===== src/alcr_cfg.svh =====
// Constants of the frequency control loop configuration slice.
// Assumes inclusion by bare name; holds definitions only.
`ifndef ALCR_CFG_SVH
`define ALCR_CFG_SVH

// ----------------------------------------------------------------
// Register indices and byte addresses (byte address = 4 x index)
// ----------------------------------------------------------------
`define ALCR_IDX_MODE_CONFIG      12'h116
`define ALCR_IDX_LOOP_GAINS       12'h117
`define ALCR_IDX_PHASE_TRIM       12'h118
`define ALCR_IDX_LOOP_STATUS      12'h11D
`define ALCR_IDX_LOOP_CORRECTION  12'h11E
`define ALCR_ADDR_W               14

// ----------------------------------------------------------------
// Field positions
// ----------------------------------------------------------------
`define ALCR_MODE_LSB             0
`define ALCR_MODE_MSB             1
`define ALCR_SCHEME_LSB           2
`define ALCR_SCHEME_MSB           3
`define ALCR_POLARITY_BIT         4
`define ALCR_KI_LSB               0
`define ALCR_KI_MSB               3
`define ALCR_KP_LSB               4
`define ALCR_KP_MSB               7
`define ALCR_PHASE_LSB            0
`define ALCR_PHASE_MSB            6
`define ALCR_STAT_LOCKED_BIT      0
`define ALCR_STAT_RUNNING_BIT     1

// ----------------------------------------------------------------
// Reset values
// ----------------------------------------------------------------
`define ALCR_RST_MODE_CONFIG      8'h08
`define ALCR_RST_LOOP_GAINS       8'h37
`define ALCR_RST_PHASE_TRIM       8'h00

`endif


===== src/alcr_pkg.sv =====
// Types shared by the frequency control loop configuration slice.
// Assumes nothing beyond a SystemVerilog compiler.
package alcr_pkg;

    // Loop mode codes as held in the mode field
    typedef enum logic [1:0] {
        ALCR_MODE_FREE = 2'h0,
        ALCR_MODE_OFF  = 2'h1,
        ALCR_MODE_HOLD = 2'h2,
        ALCR_MODE_LOCK = 2'h3
    } alcr_mode_t;

    // One-hot loop controller states
    typedef enum logic [3:0] {
        ALCR_ST_RUN    = 4'h1,
        ALCR_ST_OFF    = 4'h2,
        ALCR_ST_HOLD   = 4'h4,
        ALCR_ST_LOCKED = 4'h8
    } alcr_state_t;

endpackage


===== src/alcr_pi_loop.sv =====
// PI frequency correction loop steered by the mode and gain fields.
// Assumes error samples and the sync flag come from logic on pclk.
`timescale 1ns/100ps
`default_nettype none

module alcr_pi_loop
    import alcr_pkg::*;
(
    // Clock and reset
    input  wire logic        pclk,
    input  wire logic        presetn,
    // Configuration
    input  wire logic [1:0]  loop_mode,
    input  wire logic [3:0]  prop_gain,
    input  wire logic [3:0]  integ_gain,
    // Demodulator side
    input  wire logic        err_valid,
    input  wire logic [15:0] freq_err,
    input  wire logic        sync_found,
    input  wire logic        rx_restart,
    // Results
    output logic [31:0]      correction,
    output logic             locked,
    output logic             running
);

    // ------------------------------------------------------------
    // State machine
    // ------------------------------------------------------------
    alcr_state_t        state;
    alcr_state_t        next_state;
    logic signed [31:0] integ;
    logic signed [31:0] err_ext;
    logic signed [31:0] next_integ;
    logic signed [31:0] next_corr;

    // Next state from the mode field
    always_comb begin
        next_state = ALCR_ST_RUN;
        unique case (alcr_mode_t'(loop_mode))
            ALCR_MODE_FREE: next_state = ALCR_ST_RUN;
            ALCR_MODE_OFF:  next_state = ALCR_ST_OFF;
            ALCR_MODE_HOLD: next_state = ALCR_ST_HOLD;
            ALCR_MODE_LOCK: begin
                // Lock stays until the receiver restarts a search
                if (state == ALCR_ST_LOCKED && !rx_restart) begin
                    next_state = ALCR_ST_LOCKED;
                end else if (sync_found && !rx_restart) begin
                    next_state = ALCR_ST_LOCKED;
                end else begin
                    next_state = ALCR_ST_RUN;
                end
            end
        endcase
    end

    // State register
    always_ff @(posedge pclk or negedge presetn) begin
        if (!presetn) begin
            state <= ALCR_ST_RUN;
        end else begin
            state <= next_state;
        end
    end

    // ------------------------------------------------------------
    // PI arithmetic
    // ------------------------------------------------------------
    // Shift of 15 on a 16-bit error fits 31 bits; the integrator wraps
    always_comb begin
        err_ext    = 32'(signed'(freq_err));
        next_integ = integ + (err_ext <<< integ_gain);
        next_corr  = next_integ + (err_ext <<< prop_gain);
    end

    // Integrator and correction; off clears, hold and lock freeze
    always_ff @(posedge pclk or negedge presetn) begin
        if (!presetn) begin
            integ      <= 32'h0000_0000;
            correction <= 32'h0000_0000;
        end else if (state == ALCR_ST_OFF) begin
            integ      <= 32'h0000_0000;
            correction <= 32'h0000_0000;
        end else if (state == ALCR_ST_RUN && err_valid) begin
            integ      <= next_integ;
            correction <= next_corr;
        end
    end

    // Status flags as flops
    always_ff @(posedge pclk or negedge presetn) begin
        if (!presetn) begin
            locked  <= 1'b0;
            running <= 1'b0;
        end else begin
            locked  <= (next_state == ALCR_ST_LOCKED);
            running <= (next_state == ALCR_ST_RUN);
        end
    end

endmodule

`default_nettype wire


===== src/alcr_top.sv =====
// APB register slice for the frequency control loop, with its loop.
// Assumes an APB master on pclk and demodulator inputs on pclk too.
`timescale 1ns/100ps
`default_nettype none
`include "alcr_cfg.svh"

module alcr_top
    import alcr_pkg::*;
(
    // Clock and reset
    input  wire logic        pclk,
    input  wire logic        presetn,
    // APB slave
    input  wire logic        psel,
    input  wire logic        penable,
    input  wire logic        pwrite,
    input  wire logic [31:0] paddr,
    input  wire logic [31:0] pwdata,
    output logic [31:0]      prdata,
    output logic             pready,
    output logic             pslverr,
    // Demodulator side
    input  wire logic        err_valid,
    input  wire logic [15:0] freq_err,
    input  wire logic        sync_found,
    input  wire logic        rx_restart,
    // Receiver controls
    output logic [31:0]      freq_correction,
    output logic             freq_loop_locked,
    output logic             freq_loop_running,
    output logic [6:0]       iq_phase_trim,
    output logic             freq_loop_polarity,
    output logic [1:0]       freq_loop_scheme
);

    // ------------------------------------------------------------
    // Register storage
    // ------------------------------------------------------------
    logic [7:0]  afc_mode_config;
    logic [7:0]  afc_loop_gains;
    logic [7:0]  image_reject_phase_trim;
    logic [1:0]  freq_loop_mode;
    logic [3:0]  freq_loop_prop_gain;
    logic [3:0]  freq_loop_integ_gain;

    // ------------------------------------------------------------
    // Address decode
    // ------------------------------------------------------------
    logic        setup;
    logic        commit;
    logic        hit_mode;
    logic        hit_gains;
    logic        hit_phase;
    logic        hit_status;
    logic        hit_corr;
    logic        mapped;
    logic [31:0] next_rdata;

    // Index decode; low two address bits must be zero
    always_comb begin
        hit_mode   = (paddr == 32'(`ALCR_IDX_MODE_CONFIG) << 2);
        hit_gains  = (paddr == 32'(`ALCR_IDX_LOOP_GAINS) << 2);
        hit_phase  = (paddr == 32'(`ALCR_IDX_PHASE_TRIM) << 2);
        hit_status = (paddr == 32'(`ALCR_IDX_LOOP_STATUS) << 2);
        hit_corr   = (paddr == 32'(`ALCR_IDX_LOOP_CORRECTION) << 2);
        mapped     = hit_mode | hit_gains | hit_phase | hit_status | hit_corr;
    end

    // Setup phase prepares the answer; the access edge commits it
    assign setup  = psel & ~penable;
    assign commit = psel & penable & pready;

    // Read mux; narrow registers sit in the low byte
    always_comb begin
        next_rdata = 32'h0000_0000;
        if (hit_mode) begin
            next_rdata = {24'h00_0000, afc_mode_config};
        end else if (hit_gains) begin
            next_rdata = {24'h00_0000, afc_loop_gains};
        end else if (hit_phase) begin
            next_rdata = {24'h00_0000, image_reject_phase_trim};
        end else if (hit_status) begin
            next_rdata = {30'h0000_0000, freq_loop_running, freq_loop_locked};
        end else if (hit_corr) begin
            next_rdata = freq_correction;
        end
    end

    // ------------------------------------------------------------
    // APB answer
    // ------------------------------------------------------------
    // One registered answer cycle keeps every bus output on a flop
    always_ff @(posedge pclk or negedge presetn) begin
        if (!presetn) begin
            pready  <= 1'b0;
            pslverr <= 1'b0;
            prdata  <= 32'h0000_0000;
        end else if (setup) begin
            pready  <= 1'b1;
            pslverr <= ~mapped;
            prdata  <= pwrite ? 32'h0000_0000 : next_rdata;
        end else begin
            pready  <= 1'b0;
            pslverr <= 1'b0;
            prdata  <= 32'h0000_0000;
        end
    end

    // ------------------------------------------------------------
    // Register writes
    // ------------------------------------------------------------
    // All eight bits are stored as written; software owns reserved bits
    always_ff @(posedge pclk or negedge presetn) begin
        if (!presetn) begin
            afc_mode_config <= `ALCR_RST_MODE_CONFIG;
        end else if (commit && pwrite && hit_mode) begin
            afc_mode_config <= pwdata[7:0];
        end
    end

    // Gains register
    always_ff @(posedge pclk or negedge presetn) begin
        if (!presetn) begin
            afc_loop_gains <= `ALCR_RST_LOOP_GAINS;
        end else if (commit && pwrite && hit_gains) begin
            afc_loop_gains <= pwdata[7:0];
        end
    end

    // Phase trim register
    always_ff @(posedge pclk or negedge presetn) begin
        if (!presetn) begin
            image_reject_phase_trim <= `ALCR_RST_PHASE_TRIM;
        end else if (commit && pwrite && hit_phase) begin
            image_reject_phase_trim <= pwdata[7:0];
        end
    end

    // ------------------------------------------------------------
    // Field extraction
    // ------------------------------------------------------------
    assign freq_loop_mode       = afc_mode_config[`ALCR_MODE_MSB:`ALCR_MODE_LSB];
    assign freq_loop_prop_gain  = afc_loop_gains[`ALCR_KP_MSB:`ALCR_KP_LSB];
    assign freq_loop_integ_gain = afc_loop_gains[`ALCR_KI_MSB:`ALCR_KI_LSB];

    // Scheme and polarity fields and trim leave through flops, one cycle late
    always_ff @(posedge pclk or negedge presetn) begin
        if (!presetn) begin
            iq_phase_trim      <= 7'h00;
            freq_loop_polarity <= 1'b0;
            freq_loop_scheme   <= 2'h0;
        end else begin
            iq_phase_trim      <= image_reject_phase_trim[`ALCR_PHASE_MSB:`ALCR_PHASE_LSB];
            freq_loop_polarity <= afc_mode_config[`ALCR_POLARITY_BIT];
            freq_loop_scheme   <= afc_mode_config[`ALCR_SCHEME_MSB:`ALCR_SCHEME_LSB];
        end
    end

    // ------------------------------------------------------------
    // Loop controller
    // ------------------------------------------------------------
    alcr_pi_loop u_loop (
        .pclk       (pclk),
        .presetn    (presetn),
        .loop_mode  (freq_loop_mode),
        .prop_gain  (freq_loop_prop_gain),
        .integ_gain (freq_loop_integ_gain),
        .err_valid  (err_valid),
        .freq_err   (freq_err),
        .sync_found (sync_found),
        .rx_restart (rx_restart),
        .correction (freq_correction),
        .locked     (freq_loop_locked),
        .running    (freq_loop_running)
    );

endmodule

`default_nettype wire


===== config.mk =====
export PLATFORM = sky130hd
export DESIGN_NAME = alcr_top
export DESIGN_NICKNAME = d
export VERILOG_FILES = /design/src/alcr_pkg.sv /design/src/alcr_pi_loop.sv /design/src/alcr_top.sv
export VERILOG_INCLUDE_DIRS = /design/src
export SDC_FILE = /design/constraint.sdc
export NUM_CORES = 1
export LEC_CHECK = 0
export BUFFER_PORTS_ARGS = -buffer_cell sky130_fd_sc_hd__buf_2
export CAP_MARGIN = 25
export CORE_ASPECT_RATIO = 2
export CORE_MARGIN = 2
export CORE_UTILIZATION = 55
export CTS_CLUSTER_DIAMETER = 50
export DETAILED_ROUTE_END_ITERATION = 7
export GPL_TIMING_DRIVEN = 0
export PLACE_DENSITY = 0.85
export SLEW_MARGIN = 20
export SYNTH_ARGS = -nofsm -noshare
export SYNTH_HDL_FRONTEND = slang
export SYNTH_SLANG_ARGS = --single-unit

===== constraint.sdc =====
create_clock -name pclk -period 7.8 [get_ports pclk]
set_input_delay 0.78 -clock pclk [delete_from_list [all_inputs] [get_ports pclk]]
set_output_delay 0.78 -clock pclk [all_outputs]
set_load 0.02 [all_outputs]

==> run_results.csv <==
group,metric,value,unit
placed_design,pre_cts_slack,796,ps
critical_path,path_class,"reg2reg",
power_and_ir_drop,ir_worst_vdd,250,uV
floorplanning,die_height,193,um
clocking,clockRootBuffer,"clkbuf_16",
synth,synth_warnings,0,
detailed_routing,avgViaCountPerCell,6.39,
floorplanning,initial_core_util,55.5,%
clocking,numCtsBuffers,17,
status,status,"finished clean",
clocking,cts_hold_buffers,0,
timing,final.setup.worst_slack,554,ps
layout,fin_nets,1370,
placed_design,dp_hpwl,23200,um
layout,fin_cells,1444,
global_route,antenna_found_initial,0,
timing,clock_skew,8.14,ps
timing,rsz0062_at_grt,"no",
layout,drive_gt1_share,17.6,%
timing,drv_slew,0,
timing,timing.final.crit_share,92.9,%
global_route,grt_pass1_wl,47800,um
critical_path,regToRegSetupSlack,550,ps
floorplanning,die_area,0.0189,mm^2
critical_path,crit_required,8090,ps
critical_path,critPathLaunch,"afc_loop_gains[0]",
layout,regArea,0.00346,mm^2
placed_design,place_congestion,1.00,
layout,synthToLayoutAreaGrowth,16.5,%
critical_path,rr_endpoint,"u_loop.correction[31]",
timing,min_period,7250,ps
clocking,cts_tree,"built",
critical_path,worstPathArrival,7530,ps
timing,tightest_slew,1020,ps
detailed_routing,wl,29900,um
clocking,cts_max_path_buffers,2,
detailed_routing,detail_route.iter0.violations,743,
detailed_routing,dr_total_vias,9224,
critical_path,r2r-start,"afc_loop_gains[0]",
synth,syn_inst,1058,
timing,setup_tns,0,ps
detailed_routing,routedWlPerCell,20.7,um
layout,multiInputGateArea,0.00600,mm^2
layout,nFillCells,1439,
synth,syn_area,0.00978,mm^2
critical_path,rr_worst_depth,25,
floorplanning,core_area,0.0176,mm^2
floorplanning,die_x,98.3,um
clocking,cts_setup_buffers,0,
clocking,postCtsResizedCells,0,
timing,fmax,0.138,GHz
global_route,grt_max_degree,83,
layout,final_cell_mix,"buf_2 (142), dfrtp_1 (131), a21oi_1 (99), nand2_1 (76), nor2_1 (66)",
floorplanning,io_pins,166,
placed_design,placedCellCount,1412,
power_and_ir_drop,power_density,425,mW/mm^2
timing,fin_hold_ws,270,ps
critical_path,cp_max_fo,10,
synth,async_flop_share,100,%
detailed_routing,ant_nets,0,
synth,avgSynthCellArea,9.25,um^2
synth,synth-edff-count,0,
synth,synthDistinctLibCells,71,
layout,final_common_cell,"buf_2",
worst_hold_path,hold_class,"in2async",
critical_path,cp-end-kind,"register",
timing,finalSetupViolCount,0,
synth,ys_seq_elements,138,
global_route,grt_pass1_vias,9294,
global_route,grt_overflow,0,
synth,yosysSeqAreaShare,35.4,%
timing,hold_viol_final,0,
clocking,clkSlewWorstSetupHoldPaths,60,ps
placed_design,portBuffers,140,
synth,synth_fp_nets,1210,
power_and_ir_drop,power.leakage,5.48,nW
clocking,clock_sinks,138,
detailed_routing,drc_errors,0,
global_route,groute.usage.overall,32.0,%
timing,maxSlewHeadroom,31.5,%
layout,fin_util,64.7,%
detailed_routing,dr.pass1.iters,6,
floorplanning,row_count,69,
critical_path,startpoint_type,"register",
clocking,clk_latency,430,ps
job,cap_violations,0,
synth,synth_flop_cell,"dfrtp_1",
clocking,htree_levels,4,
layout,antenna_cells,0,
[state kept, by name (all words and copies together), names as in the netlist]
signal                   count
u_loop.integ                32
freq_loop_scheme             2
afc_mode_config              8
image_reject_phase_trim      8
u_loop.state                 4
pready                       1
iq_phase_trim                7
u_loop.locked                1
afc_loop_gains               8
u_loop.correction           32
u_loop.running               1
pslverr                      1
prdata                      32
freq_loop_polarity           1
[worst max-delay path, stage by stage, from the launching register on]
cell and delay, ps:
dfstp_2 510, clkbuf_1 370, clkbuf_1 580, mux2i_1 330
a21oi_1 170, mux2i_1 390, o32ai_1 280, ha_1 460
and4_1 270, nand2_1 80, and3_1 180, a21oi_1 500
o22a_2 280, a21o_1 110, a21oi_1 70, xnor2_1 240
ha_1 340, nand2_1 120, o21ai_1 120, a2111oi_1 350
o41ai_1 210, a211oi_2 410, a21oi_1 180, o211ai_1 230
xor2_1 230, o21ai_1 80
[where the power goes]
part | total, mW | leakage (nW) | switching [mW] | internal (mW)
registers | 1.03 | 1.78 | 0.131 | 0.895
clock network | 0.846 | 0.288 | 0.331 | 0.516
logic | 2.97 | 3.42 | 1.77 | 1.20
[worst max-delay path by stage]
stage,slack (ps),cells past startpoint,to
after floorplan,2370,27,u_loop.correction[31]
after global placement,950,27,u_loop.correction[31]
after detailed placement,800,27,u_loop.correction[31]
after CTS,770,25,u_loop.correction[31]
after global routing,260,27,u_loop.correction[31]
final,550,25,u_loop.correction[31]
[routing by layer]
layer / track usage, % / vias up / share of wire [%]
li1: - / 4266 / -
met1: 37.7 / 4478 / 38
met2: 54.0 / 380 / 50
met3: 4.60 / 100 / 5.5
met4: 20.7 / 0 / 6.5
met5: 0 / - / 0
[layout make-up]
cell class	count	share of cell area (%)
Sequential cell	138	30.4
Tap cell	213	2.34
Buffer	57	1.91
Clock buffer	20	3.92
Timing Repair Buffer	141	6.48
Inverter	27	0.889
Multi-Input combinational cell	836	52.6
Clock inverter	12	1.45
[cell usage after synthesis, types with 4 or more instances]
master / instances / area [um^2]
a211oi_1: 15 / 113
a21boi_0: 7 / 52.6
a21boi_1: 7 / 52.6
a21o_1: 37 / 278
a21oi_1: 99 / 495
a21oi_2: 4 / 35.0
a221oi_1: 5 / 43.8
a222oi_1: 5 / 50.1
a22o_1: 36 / 315
a31o_2: 4 / 35.0
a31oi_1: 5 / 31.3
and2_1: 6 / 37.5
and3_1: 29 / 181
buf_1: 7 / 26.3
clkbuf_1: 47 / 176
dfrtp_1: 131 / 3280
dfstp_2: 7 / 184
ha_1: 62 / 776
inv_1: 25 / 93.8
mux2_1: 24 / 270
mux2_2: 11 / 124
mux2i_1: 46 / 460
mux4_2: 6 / 135
nand2_1: 76 / 285
nand2b_1: 11 / 68.8
nand3_1: 25 / 125
nand4_1: 12 / 75.1
nor2_1: 66 / 248
nor2b_1: 20 / 125
nor3_1: 11 / 55.1
nor4_1: 9 / 56.3
o211ai_1: 5 / 37.5
o21a_1: 7 / 52.6
o21ai_0: 39 / 195
o21ai_1: 31 / 155
o21bai_1: 7 / 52.6
o22ai_1: 5 / 31.3
o31ai_1: 5 / 37.5
o32ai_1: 4 / 35.0
or2_2: 4 / 25.0
or3_1: 4 / 25.0
xnor2_1: 27 / 236
xor2_1: 23 / 201
[cells by family (layout without fill, tap and decap cells)]
kind of cell    count (synthesis)  after routing  share of synthesized area (%)
compound gates                349            349                           23.8
xor+xnor                       50             50                           4.48
simple gates                  286            286                           14.6
fa+ha+maj                      64             64                           8.34
mux                            87             87                           10.1
flops                         138            138                           35.4
buf+inv                        84            257                           3.26
[stage by stage]
stage | cell area, um^2 | power, mW
detailed placement | 10800 | 3.92
global placement | 10700 | 3.82
CTS | 11400 | 4.80
finish | 11400 | 4.84
global route | 11400 | 5.20
floorplan | 9780 | 3.23
No activity file was read; power rests on OpenSTA's default activity.
